<file path="config.mk">
export PLATFORM = sky130hd
export DESIGN_NAME = rsc_ctrl
export DESIGN_NICKNAME = d
export VERILOG_FILES = /design/src/hdl/rsc_pkg.sv /design/src/hdl/rsc_ctrl.sv
export VERILOG_INCLUDE_DIRS = /design/src /design/src/hdl
export SDC_FILE = /design/constraint.sdc
export NUM_CORES = 1
export LEC_CHECK = 0
export ABC_AREA = 1
export BUFFER_PORTS_ARGS = -buffer_cell sky130_fd_sc_hd__buf_2
export CAP_MARGIN = 20
export CORE_ASPECT_RATIO = 1.1
export CORE_UTILIZATION = 30
export CTS_BUF_LIST = sky130_fd_sc_hd__clkbuf_4 sky130_fd_sc_hd__clkbuf_8 sky130_fd_sc_hd__clkbuf_16
export CTS_CLUSTER_DIAMETER = 200
export DETAILED_ROUTE_END_ITERATION = 12
export PLACE_DENSITY_LB_ADDON = 0.05
export SYNTH_ARGS = -nofsm -noshare
export SYNTH_HDL_FRONTEND = slang
export SYNTH_SLANG_ARGS = --single-unit
export TNS_END_PERCENT = 30
</file>
<file path="constraint.sdc">
create_clock -name clk_i -period 4.5 [get_ports clk_i]
set_clock_uncertainty 0.2 [all_clocks]
set_input_delay 0.9 -clock clk_i [delete_from_list [all_inputs] [get_ports clk_i]]
set_output_delay 0.9 -clock clk_i [all_outputs]
set_load 0.02 [all_outputs]
</file>
<file path="src/hdl/rsc_map.svh">
`ifndef RSC_MAP_SVH
`define RSC_MAP_SVH
// Register byte addresses on the Wishbone bus
`define RSC_ADDR_STATUS     12'hFF0
`define RSC_ADDR_WDT_CTRL   12'hFF0
`define RSC_ADDR_DBG_CTRL   12'hFF4
`define RSC_ADDR_MODE       12'hFF8
// Status field positions
`define RSC_BIT_POR         7
`define RSC_BIT_STOP        6
`define RSC_BIT_WDT         5
`define RSC_BIT_EXT         4
// Debug control request bit
`define RSC_BIT_DBG_RST     0
// Mode register bits
`define RSC_BIT_XTAL        0
`define RSC_BIT_WATCHDOG_RESET_SELECT_OPTION     1
`define RSC_BIT_IRQ_EN      2
// Reset values
`define RSC_STATUS_RESET    8'h80
`define RSC_MODE_RESET      8'h02
// Timing
`define RSC_HOLD_SHORT      13'd66
`define RSC_HOLD_LONG       13'd5000
`define RSC_PIN_MIN_CYC     3'd4
`define RSC_VECTOR_LO       16'h0002
`define RSC_VECTOR_HI       16'h0003
`endif

</file>
<file path="src/hdl/rsc_pkg.sv">
`default_nettype none
package rsc_pkg;
	typedef enum logic [1:0] {
		RSC_RUN,
		RSC_STOP,
		RSC_HOLD
	} rsc_state_e;

	typedef struct packed {
		logic        cyc;
		logic        stb;
		logic        we;
		logic [11:0] adr;
		logic [3:0]  sel;
		logic [31:0] dat;
	} rsc_wb_req_s;

	typedef struct packed {
		logic        ack;
		logic [31:0] dat;
	} rsc_wb_rsp_s;
endpackage
`default_nettype wire

</file>
<file path="src/hdl/rsc_ctrl.sv">
// Overview of operation
// - Watchdog timeout resets if option set, else interrupts
// - Watchdog reset sets watchdog flag
// - Pin low four clocks guarantees reset
// - Stay reset while pin low, leave after
// - Pin reset sets pin flag
// - Internal reset drives pin low during hold
// - Debugger reset self-clears, sets power-on flag
// - Stop wake holds 66 or 5000 cycles
// - Stop wake touches only watchdog, oscillator regs
// - Stop wake selects internal oscillator
// - Fetch vector from 0002H and 0003H
// - Watchdog interrupt in stop wakes device
// - Pin or debug low in stop resets
// - Watchdog wake sets watchdog and stop flags
// - Enabled GPIO edge wakes, sets stop flag
// - Input capture only if level persists
// - Narrow pin reset pulses in stop ignored
// - Status read-only, read clears upper flags
// - Status shares address with watchdog control
// - Flags encode the reset cause
// - Power-on flag cleared by watchdog, wake, read
// - Hold 66 cycles, 5000 with crystal
// - Watchdog flag cleared by POR, GPIO wake, read
// - Pin flag cleared by POR, GPIO wake, read
`default_nettype none
`include "rsc_map.svh"
module rsc_ctrl #(
	parameter int GPIO_W    = 8,
	parameter int HOLD_LONG = 5000
) (
	input  wire logic               clk_i,
	input  wire logic               rst_i,
	input  wire rsc_pkg::rsc_wb_req_s wb_req_i,
	output rsc_pkg::rsc_wb_rsp_s    wb_rsp_o,
	input  wire logic               reset_pin_n_i,
	output logic                    reset_pin_o,
	output logic                    reset_pin_oe_o,
	input  wire logic               debug_pin_n_i,
	input  wire logic               wdt_timeout_i,
	input  wire logic               stop_req_i,
	input  wire logic [GPIO_W-1:0]  gpio_i,
	input  wire logic [GPIO_W-1:0]  gpio_wake_en_i,
	output logic [GPIO_W-1:0]       port_input_data_o,
	output logic                    cpu_reset_o,
	output logic                    chip_reset_o,
	output logic                    wdt_irq_o,
	output logic                    ipo_select_o,
	output logic                    wdt_ctrl_we_o,
	output logic [7:0]              wdt_ctrl_data_o,
	output logic [15:0]             vector_addr_o,
	output logic                    stop_mode_o
);
	import rsc_pkg::*;

	// ****************************************
	// Input synchronisers
	// ****************************************
	logic              pin_m_q, pin_s_q, dbg_m_q, dbg_s_q;
	logic [GPIO_W-1:0] gp_m_q, gp_s_q, gp_ref_q;
	always_ff @(posedge clk_i) begin
		pin_m_q <= reset_pin_n_i;
		pin_s_q <= pin_m_q;
		dbg_m_q <= debug_pin_n_i;
		dbg_s_q <= dbg_m_q;
		gp_m_q  <= gpio_i;
		gp_s_q  <= gp_m_q;
	end

	// ****************************************
	// Registers and wires
	// ****************************************
	rsc_state_e  state_q;
	logic [7:0]  status_q;
	logic [7:0]  mode_q;
	logic        dbg_req_q;
	logic        ack_q;
	logic [31:0] rdat_q;
	logic [12:0] hold_q;
	logic [2:0]  low_q;
	logic        pin_hold_q;
	logic        drive_q;
	logic        was_stop_q;
	logic        gp_wake_q;

	wire bus_req  = wb_req_i.cyc && wb_req_i.stb && !ack_q;
	wire wr       = bus_req && wb_req_i.we && wb_req_i.sel[0];
	wire rd       = bus_req && !wb_req_i.we;
	wire a_stat   = wb_req_i.adr == `RSC_ADDR_STATUS;
	wire a_dbg    = wb_req_i.adr == `RSC_ADDR_DBG_CTRL;
	wire a_mode   = wb_req_i.adr == `RSC_ADDR_MODE;
	wire stat_rd  = rd && a_stat;
	wire in_stop  = state_q == RSC_STOP;
	wire wdt_rst  = wdt_timeout_i && mode_q[`RSC_BIT_WATCHDOG_RESET_SELECT_OPTION];
	wire wdt_int  = wdt_timeout_i && !mode_q[`RSC_BIT_WATCHDOG_RESET_SELECT_OPTION];
	// Four synchronised low samples qualify the pin
	// Own drive of the pin must not read back as an external reset
	wire pin_rst  = !drive_q && !pin_s_q &&
	                low_q == (`RSC_PIN_MIN_CYC - 3'd1);
	wire dbg_rst  = in_stop && !dbg_s_q;
	wire gp_evt   = in_stop && |((gp_s_q ^ gp_ref_q) & gpio_wake_en_i);
	wire wdt_wake = in_stop && wdt_timeout_i;
	wire int_rst  = (wdt_rst && !in_stop) || dbg_req_q || dbg_rst;
	wire any_rst  = int_rst || pin_rst;
	wire wake     = !any_rst && (gp_evt || wdt_wake);
	wire [12:0] hold_len = mode_q[`RSC_BIT_XTAL] ? 13'(HOLD_LONG)
	                                             : `RSC_HOLD_SHORT;
	wire hold_done = hold_q == 13'h0000 && !(pin_hold_q && !pin_s_q);

	// ****************************************
	// Pin low-width counter
	// ****************************************
	always_ff @(posedge clk_i) begin
		if (rst_i || pin_s_q)
			low_q <= 3'd0;
		else if (low_q != 3'd7)
			low_q <= low_q + 3'd1;
	end

	// ****************************************
	// Sequencer
	// ****************************************
	always_ff @(posedge clk_i) begin
		if (rst_i) begin
			state_q    <= RSC_HOLD;
			// Loaded one short: the exit edge is the last held cycle
			hold_q     <= `RSC_HOLD_SHORT - 13'd1;
			pin_hold_q <= 1'b0;
			drive_q    <= 1'b1;
			was_stop_q <= 1'b0;
			gp_wake_q  <= 1'b0;
		end else if (any_rst) begin
			state_q    <= RSC_HOLD;
			hold_q     <= hold_len - 13'd1;
			pin_hold_q <= pin_rst;
			drive_q    <= int_rst;
			was_stop_q <= 1'b0;
			gp_wake_q  <= 1'b0;
		end else begin
			case (state_q)
				RSC_RUN: begin
					if (stop_req_i)
						state_q <= RSC_STOP;
				end
				RSC_STOP: begin
					if (wake) begin
						state_q    <= RSC_HOLD;
						hold_q     <= hold_len - 13'd1;
						was_stop_q <= 1'b1;
						gp_wake_q  <= gp_evt && !wdt_wake;
					end
				end
				RSC_HOLD: begin
					if (hold_q != 13'h0000)
						hold_q <= hold_q - 13'd1;
					else if (hold_done) begin
						state_q <= RSC_RUN;
						drive_q <= 1'b0;
					end
				end
				default: state_q <= RSC_HOLD;
			endcase
		end
	end

	// Reference level frozen in stop so any edge is seen
	always_ff @(posedge clk_i) begin
		if (!in_stop)
			gp_ref_q <= gp_s_q;
	end

	// Frozen in stop and during hold, captured from the end of hold on, so short pulses vanish
	always_ff @(posedge clk_i) begin
		if (rst_i)
			port_input_data_o <= '0;
		else if (state_q != RSC_STOP && !(state_q == RSC_HOLD && !hold_done))
			port_input_data_o <= gp_s_q;
	end

	// ****************************************
	// Status flags
	// ****************************************
	logic [7:0] st_d;
	always_comb begin
		st_d = status_q;
		if (stat_rd)
			st_d[7:4] = 4'h0;
		if (wdt_timeout_i)
			st_d[`RSC_BIT_POR] = 1'b0;
		if (wdt_timeout_i && !in_stop)
			st_d[`RSC_BIT_STOP] = 1'b0;
		if (pin_rst) begin
			st_d[7:4] = 4'h1;
		end else if (dbg_req_q || dbg_rst) begin
			st_d[7:4] = 4'h8;
		end else if (wdt_rst && !in_stop) begin
			st_d[7:4] = 4'h2;
		end else if (wake && wdt_wake) begin
			st_d[7:4] = 4'h6;
		end else if (wake) begin
			st_d[7:4] = 4'h4;
		end else if (wdt_int) begin
			st_d[`RSC_BIT_WDT] = 1'b1;
		end
		st_d[3:0] = 4'h0;
	end

	always_ff @(posedge clk_i) begin
		if (rst_i)
			status_q <= `RSC_STATUS_RESET;
		else
			status_q <= st_d;
	end

	// ****************************************
	// Wishbone slave
	// ****************************************
	// Mode register lives through system reset; only rst_i resets it
	always_ff @(posedge clk_i) begin
		if (rst_i) begin
			mode_q    <= `RSC_MODE_RESET;
			dbg_req_q <= 1'b0;
		end else begin
			if (wr && a_mode)
				mode_q <= wb_req_i.dat[7:0];
			if (dbg_req_q)
				dbg_req_q <= 1'b0;
			else if (wr && a_dbg)
				dbg_req_q <= wb_req_i.dat[`RSC_BIT_DBG_RST];
		end
	end

	wire [31:0] rd_mux = a_stat ? {24'h000000, status_q} :
	                     a_mode ? {24'h000000, mode_q}   : 32'h00000000;

	always_ff @(posedge clk_i) begin
		if (rst_i) begin
			ack_q  <= 1'b0;
			rdat_q <= 32'h00000000;
		end else begin
			ack_q  <= bus_req;
			rdat_q <= rd ? rd_mux : 32'h00000000;
		end
	end

	always_ff @(posedge clk_i) begin
		if (rst_i) begin
			wdt_ctrl_we_o   <= 1'b0;
			wdt_ctrl_data_o <= 8'h00;
		end else begin
			wdt_ctrl_we_o   <= wr && a_stat;
			wdt_ctrl_data_o <= wb_req_i.dat[7:0];
		end
	end

	// ****************************************
	// Outputs
	// ****************************************
	assign wb_rsp_o       = '{ack: ack_q, dat: rdat_q};
	assign reset_pin_o    = 1'b0;
	assign reset_pin_oe_o = drive_q;
	assign cpu_reset_o    = state_q == RSC_HOLD;
	// Stop wake leaves other registers alone
	assign chip_reset_o   = state_q == RSC_HOLD && !was_stop_q;
	assign ipo_select_o   = state_q == RSC_HOLD;
	assign wdt_irq_o      = wdt_int && mode_q[`RSC_BIT_IRQ_EN];
	assign vector_addr_o  = cpu_reset_o ? `RSC_VECTOR_LO
	                                    : `RSC_VECTOR_HI;
	assign stop_mode_o    = in_stop;
endmodule
`default_nettype wire

</file>
# Yosys cells after proc, flatten, opt, wreduce, memory -nomap -nowiden
# Index checks and enable logic that the tools add are counted.
# classes
n_reduce_logical	65
addsub	3
n_mux	28
n_bitwise	4
n_eq_ne	15
# op_table
operator	count
$mux 13	4
$eq 12x12->1 const B	3
$logic_and 1x1->1	26
$pmux 13 s2	1
$sub 13x1->13 const B	2
$mux 4	5
$mux 8	2
$logic_not 13->1	1
$reduce_bool 13->1	1
$logic_not 1->1	12
$mux 1	10
$mux 2	5
$reduce_or 3->1	3
$and 8x8->8	1
$reduce_or 8->1	1
$xor 8x8->8	1
$reduce_bool 7->1	1
$logic_or 1x1->1	6
$ne 2x1->1 const B	3
$ne 2x2->1 const B	3
$ne 3x1->1 const B	2
$pmux 2 s3	1
$reduce_and 3->1	2
$reduce_bool 6->1	1
other kinds (15)	18
# word_totals
register_bits	116
in_bits	73
output_inout_bits	73

# Logic depth before layout (Yosys ltp)
# Gate-level depths: netlist (run 1).
# depth
depth_word	13
mapped_depth	13
mapped_depth_nobuf	12

# Worst setup path before layout (run 1)
# Ideal clock, no wire load.
# synth_path
path_kind	reg2out
start	reg state_q[0]
end	out chip_reset_o
t_required_ps	3400
t_arrival_ps	1345
path_stages_with_launch	5
setup_slack_ps	2055
path_cell_list	dfxtp_1 > inv_1 > ha_1 > inv_1 > nor2_1
# synth_between
elab_chain_len	2
# synth_lines
element	line_no	source
from (decl)	rsc_ctrl.sv:73	rsc_state_e state_q;
from (signal assigned)	rsc_ctrl.sv:125	state_q <= RSC_HOLD;
from (signal assigned)	rsc_ctrl.sv:133	state_q <= RSC_HOLD;
from (signal assigned)	rsc_ctrl.sv:143	state_q <= RSC_STOP;
$eq 2x2->1	-	
named net cpu_reset_o	rsc_ctrl.sv:45	output logic cpu_reset_o,
$logic_and 1x1->1	rsc_ctrl.sv:264	assign chip_reset_o = state_q == RSC_HOLD && !was_stop_q;
to (decl)	rsc_ctrl.sv:46	output logic chip_reset_o,
# The timed path passes the listed nets, and every way through them passes these cells.

# Final worst setup path (run 1)
# layout_path
start	reg state_q[0]
end	out chip_reset_o
# layout_between
elab_chain_len	2
# layout_lines
element	line_no
$eq 2x2->1	rsc_ctrl.sv:264
$logic_and 1x1->1	rsc_ctrl.sv:264
# No other way between the ends.

==> results of run 1 <==
## stage by stage
step / total power (W) / cells / worst slack [ns] / util / cell area [sq um]
after detailed placement: 0.00102 / 713 / 1.47 / 0.338 / 4270
after global placement: 0.00102 / 713 / 1.55 / 0.338 / 4270
final: 0.00181 / 729 / 1.68 / 0.363 / 4590
after CTS: 0.00184 / 729 / 1.61 / 0.363 / 4590
after global routing: 0.00189 / 729 / 1.52 / 0.363 / 4590
after floorplan: 0.000994 / 528 / 2.06 / - / 4040
## cell families (layout without fill, tap and decap cells)
family,after synthesis,in the layout,synth area share
DFF,88,88,0.473
AOI/OAI and AO/OA,57,57,0.0825
adders and majority gates,8,8,0.0257
other,2,40,0.00193
buffers and inverters,110,154,0.151
xor gates and xnor gates,4,4,0.00899
and+or+nand+nor,221,221,0.258
## power by group through the flow
stage / combinational [W] / clock (W) / sequential, W
6_report: 0.000166 / 0.000806 / 0.000833
4_1_cts: 0.000169 / 0.000837 / 0.000834
2_1_floorplan: 0.000137 / 0 / 0.000857
5_1_grt: 0.000188 / 0.000869 / 0.000837
3_3_place_gp: 0.000166 / 0 / 0.000851
3_5_place_dp: 0.000168 / 0 / 0.000851
## metal layers
metal,vias to the layer above,share of wire,GRT usage
met1,1464,0.45,0.162
met5,-,0,0
li1,1628,-,-
met4,0,0.013,0.0625
met2,61,0.50,0.247
met3,9,0.035,0.0373
## worst max-delay path, stage by stage, from the launching register on
cell and delay (ns):
dfxtp_1 0.33, inv_1 0.08, ha_1 0.39, inv_1 0.25, nor2_1 0.14, buf_2 0.18
## cell usage in the layout, fill, tap and decap left out, types with 2 or more instances in the layout
cell and n:
a21oi_2 4, a21oi_1 25, conb_1 40, nand2_2 5, bufinv_16 2, edfxtp_1 8
nor2_2 2, dfxtp_1 80, nor2_4 4, o211ai_1 2, inv_1 57, nor3_1 3
clkinv_4 2, o21ai_0 23, clkbuf_16 9, nand4_1 11, nand2_1 81, ha_1 8
buf_2 78, xor2_1 4, nand3_1 34, clkinvlp_4 2, inv_2 2, nor2_1 74
## flip-flops by register name (all words and copies together) (netlist names), 2 cells and up
| signal | count |
|---|---|
| status_q | 4 |
| hold_q | 13 |
| wdt_ctrl_data_o | 8 |
| low_q | 3 |
| gp_ref_q | 8 |
| mode_q | 8 |
| port_input_data_o | 8 |
| gp_s_q | 8 |
| gp_m_q | 8 |
| state_q | 2 |
| rdat_q | 8 |
## worst max path at each step
stage	startpoint	to	slack [ns]	depth (start not counted)
2_1_floorplan	state_q[0]$_SDFFE_PP0P_	chip_reset_o	2.06	4
3_3_place_gp	rst_i	rdat_q[6]$_SDFF_PP0_	1.55	6
3_5_place_dp	rst_i	rdat_q[7]$_SDFF_PP0_	1.47	6
4_1_cts	state_q[0]$_SDFFE_PP0P_	chip_reset_o	1.61	5
5_1_grt	state_q[0]$_SDFFE_PP0P_	chip_reset_o	1.52	5
6_report	state_q[0]$_SDFFE_PP0P_	chip_reset_o	1.68	5
## area by class of cell
| cell class | count | area share |
|---|---|---|
| flip-flops and latches | 88 | 0.401 |
| multi-input cells | 330 | 0.351 |
| repair buffers | 78 | 0.0851 |
| inverters | 60 | 0.0496 |
| clock buffers | 9 | 0.0491 |
| well taps | 157 | 0.0428 |
| clock inverters | 7 | 0.0210 |
==> results_dict.tcl, run 1 <==
set metrics [dict create \
    hold_end "gp_s_q[5]$_DFF_P_" \
    ys_seq_area_frac 0.473 \
    grt_util_all_layers 0.141 \
    place_hpwl_um 6440 \
    powerDensity_nw_per_um2 393 \
    max_freq_mhz 355 \
    syn_area_per_cell_sq_um 7.95 \
    cp.required_ns 3.40 \
    postCtsSetupRepairBufs 0 \
    worstSkewPairLatency_ns 0.34 \
    die_h_um 122 \
    cts_buffers 9 \
    diodes 0 \
    syn_area_sq_um 3900 \
    p_sw_frac 0.250 \
    synth.lib_cells_used.distinct 34 \
    synth_edf_count 8 \
    viasPerCell 4.34 \
    drc 0 \
    synth_area_leader_cell "dfxtp_1" \
    p_leak_nw 2.20 \
    io_buffers 78 \
    grt_overflow_total 0 \
    yosys-top-cells-area "dfxtp_1, buf_4, nand2_1, nor2_1, edfxtp_1" \
    hold_depth 0 \
    cts_root_buffer "clkbuf_16" \
    ys.flop_type "dfxtp_1" \
    drt-wirelength-per-cell_um 12.1 \
    drv_cap 0 \
    p_clk_frac 0.447 \
    start_util 0.308 \
    grt_start_max_net_pins 30 \
    clk_pin_slew_ns 0.06 \
    rows 43 \
    rsz0062_at_grt "no" \
    tns_ns 0 \
    seqPwrFrac 0.462 \
    post-route-period-util 0.626 \
    area_delta_synth_final_pct 17.8 \
    critPathKind "flip-flop to primary output" \
    cp-start-kind "flip-flop" \
    grt_pass1_vias 3046 \
    dieArea_sq_um 13500 \
    synth_top_area_frac 0.411 \
    drive_above_1_share 0.205 \
    wirelength_um 8850 \
    drt_first_pass_iters 4 \
    reg2reg_slack_ns 2.04 \
    synth_seq_cells 88 \
    cp_max_fo 8 \
    whs_ns 0.126 \
    core_sq_um 12600 \
    syn_inst 490 \
    irDropWorstVdd_mv 0.205 \
    first_iter_violations 133 \
    setup_violations 0 \
    gp_congestion 0.874 \
    p_int_w 0.00135 \
    cts.path.max_buffers 2 \
    hold_violations 0 \
    r2r_end "hold_q[9]$_SDFFE_PP0P_" \
    slew-limit-headroom 0.338 \
    worstReg2RegStart "state_q[1]$_SDFFE_PP1P_" \
    cts_tree "built" \
    cts_resized 0 \
    async_flop_share 0 \
    fin_nets 648 \
    die_w_um 111 \
    drv_slew 0 \
    tightest_slew_ns 0.992 \
    netlist_top_cells_count "nand2_1, dfxtp_1, nor2_1, inv_1, buf_4" \
    vias 3162 \
    outcome "complete, no violations" \
    cts_num_sinks 88 \
    io_pins 146 \
    ant_nets 0 \
    hp-class "flip-flop to flip-flop" \
    p_switching_w 0.000451 \
    multiInputGateArea_sq_um 1610 \
    cp-end-kind "primary output" \
    timing.final.crit_period_ns 2.82 \
    reg2regPathDepth 12 \
    holdBufCountCts 0 \
    fillCellCount 1388 \
    min-delay-start "gp_m_q[5]$_DFF_P_" \
    arrival_ns 1.72 \
    comb_power_share 0.092 \
    yosysMostFrequentCell "nand2_1" \
    cts_htree_levels 3 \
    register_area_sq_um 1840 \
    yosysWarnings 0 \
    antenna_found_initial 0 \
    grt_pass1_wl_um 14700 \
]
No activity file was read; power rests on OpenSTA's default activity.
==> run 2, diff against run 1 <==
--- a/config.mk
+++ b/config.mk
@@ -6,7 +6,7 @@
 export SDC_FILE = /design/constraint.sdc
 export NUM_CORES = 1
 export LEC_CHECK = 0
-export ABC_AREA = 1
+export ABC_AREA = 0
 export BUFFER_PORTS_ARGS = -buffer_cell sky130_fd_sc_hd__buf_2
 export CAP_MARGIN = 20
 export CORE_ASPECT_RATIO = 1.1
==> constraint.sdc (replaced) <==
create_clock -name clk_i -period 2.7 [get_ports clk_i]
set_clock_uncertainty 0.2 [all_clocks]
set_input_delay 0.54 -clock clk_i [delete_from_list [all_inputs] [get_ports clk_i]]
set_output_delay 0.54 -clock clk_i [all_outputs]
set_load 0.02 [all_outputs]
==> run 2 against run 1 <==
Net effect: non-clock buffer count is 23 higher; sequential power grew 72%; sequential share of layout area down 1.8 points; highest routed layer unchanged; the flow now finishes with violations (design-rule violations); clock-buffer cell count unchanged; final area up 4.7%; routed wire length increased by 8.1%; largest power group unchanged; flip-flop and latch count unchanged.
==> results_dict.tcl, run 2 <==
set metrics [dict create \
    outcome "complete, but fails checks" \
    violations "design-rule violations" \
    p_leak_nw 2.14 \
    yosysMostFrequentCell "dfxtp_1" \
    drc 14 \
    viasPerCell 4.81 \
    cp-end-kind "flip-flop" \
    cts_tree "built" \
    cp_max_fo 9 \
    synth_compound_area_frac 0.161 \
    post-route-period-util 0.913 \
    drive_above_1_share 0.260 \
    rsz0062_at_grt "no" \
    grt_pass1_wl_um 15200 \
    dieArea_sq_um 13700 \
    critPathKind "flip-flop to flip-flop" \
    yosys-top-cells-area "dfxtp_1, buf_4, edfxtp_1, mux2i_1, o21ai_0" \
    place_hpwl_um 6890 \
    largest_reg_flops 13 \
    totalPowerFinal_w 0.00349 \
    synth.lib_cells_used.distinct 65 \
    arrival_ns 2.50 \
    drv_slew 0 \
    die_h_um 123 \
    final_common_cell "dfxtp_1" \
    synth-simple-area-share 0.175 \
    cts_num_sinks 88 \
    irDropWorstVdd_mv 0.333 \
    synth-xor-area-share 0.0221 \
    mostFrequentLayoutCells "dfxtp_1, buf_2, conb_1" \
    ys.flop_type "dfxtp_1" \
    register_area_sq_um 1840 \
    antenna_found_initial 0 \
    die_w_um 112 \
    drt-wirelength-per-cell_um 14.5 \
    yosysWarnings 0 \
    cts_buffers 9 \
    area_delta_synth_final_pct 21.1 \
    syn_area_per_cell_sq_um 9.65 \
    wirelength_um 9570 \
    rows 43 \
    synth-adder-area-share 0.0252 \
    regMostFlops "hold_q" \
    final_cells 661 \
    core_sq_um 12800 \
    max_freq_mhz 406 \
    syn_area_sq_um 3970 \
    synth_mux_area_frac 0.0407 \
    synth_top_family_by_area "simple AND/OR/NAND/NOR gates" \
    netlist_top_cells_count "dfxtp_1, buf_4, nor2_1, o21ai_0, a21oi_1" \
    cp.required_ns 2.73 \
    vias 3179 \
    synth_area_leader_cell "dfxtp_1" \
    hold_violations 0 \
    io_pins 146 \
    syn_inst 411 \
    drv_cap 0 \
    grt_overflow_total 0 \
    slew-limit-headroom 0.631 \
    synth_seq_cells 88 \
    grt_util_all_layers 0.144 \
    grt_start_max_net_pins 24 \
    postCtsSetupRepairBufs 0 \
    worstSkewPairLatency_ns 0.34 \
    fin_nets 580 \
    powerDensity_nw_per_um2 727 \
    multiInputGateArea_sq_um 1830 \
    ant_nets 0 \
    timing.final.crit_period_ns 2.47 \
    synth_top_area_frac 0.404 \
    cts_root_buffer "clkbuf_16" \
    first_iter_violations 160 \
    hp-class "input port to flip-flop" \
    synth_edf_count 8 \
    fillCellCount 1303 \
    ys_seq_area_frac 0.464 \
    cts_htree_levels 3 \
    start_util 0.311 \
    setup_violations 0 \
    drt_first_pass_iters 10 \
    gp_congestion 0.773 \
    diodes 0 \
    cp-start-kind "flip-flop" \
    grt_pass1_vias 2962 \
    clk_pin_slew_ns 0.06 \
    dp_cells 645 \
    io_buffers 78 \
    async_flop_share 0 \
    tightest_slew_ns 0.548 \
    tns_ns 0 \
    cts.path.max_buffers 2 \
]
## run 2: changes by cell type after synthesis, moves of 9 or more
cell	before	now
nor2b_1	0	11
nand3_1	34	20
mux2i_1	0	15
inv_1	57	8
clkbuf_1	4	13
nor2_1	74	30
nand2_1	81	14
## run 2: worst paths after layout
kind / from / endpoint / slack (ns) / cells past startpoint
worst max-delay path: low_q[0]$_SDFFE_PP0P_ / hold_q[2]$_SDFFE_PP0P_ / 0.23 / 8
worst min-delay path: gpio_i[7] / gp_m_q[7]$_DFF_P_ / 0.1 / 1
worst max register to register: low_q[0]$_SDFFE_PP0P_ / hold_q[2]$_SDFFE_PP0P_ / 0.23 / 8
worst min register to register: gp_m_q[1]$_DFF_P_ / gp_s_q[1]$_DFF_P_ / 0.12 / 0
## run 2: repair_timing
item,CTS,global route
hold buffers,0,0
setup endpoints to repair,0,9
gates resized for setup,0,1
## run 2: report_power, final
part / internal (W) / switching, W
clock network: 0.000896 / 0.000518
logic: 0.000246 / 0.000399
registers: 0.00139 / 0.0000450
## run 2: routing by layer
layer / up-vias / global-route usage / routed length [um]
met2: 96 / 0.228 / 4370
met3: 8 / 0.0326 / 374
met5: - / 0 / 0
li1: 1564 / - / -
met4: 0 / 0.0541 / 119
met1: 1511 / 0.191 / 4710
## run 2: layout make-up
type                       count  area share
tap                          157      0.0409
sequential                    88       0.383
inverter                       9     0.00703
multi-input combinational    290       0.382
clock buffer                   9      0.0469
timing repair buffer         101       0.117
clock inverter                 7      0.0229
## run 2: metrics by stage
stage | hold WS, ns | util | cell area (sq um) | setup WS (ns)
detailed placement | 0.112 | 0.350 | 4470 | 0.0720
floorplan | 0.110 | - | 4110 | 0.242
global placement | 0.111 | 0.350 | 4470 | 0.0806
global route | 0.0797 | 0.377 | 4800 | 0.121
finish | 0.0954 | 0.377 | 4800 | 0.235
CTS | 0.0828 | 0.377 | 4800 | 0.0862
## run 2: worst max-delay path: stages (launching register included)
cell and delay [ns]:
dfxtp_1 0.36, ha_1 0.19, ha_1 0.15, or3b_1 0.37
and4_1 0.32, buf_4 0.21, a21oi_1 0.20, a311oi_1 0.08
mux2_2 0.28
## run 2: cells by family (layout without fill, tap and decap cells)
logic type,Yosys count,after routing
XOR/XNOR,10,10
AND/OR/NAND/NOR,127,127
multiplexers,16,16
AO/OA/AOI/OAI,89,89
buffers and inverters,71,126
other,2,40
adder cells (fa/ha/maj),8,8
flip-flops,88,88
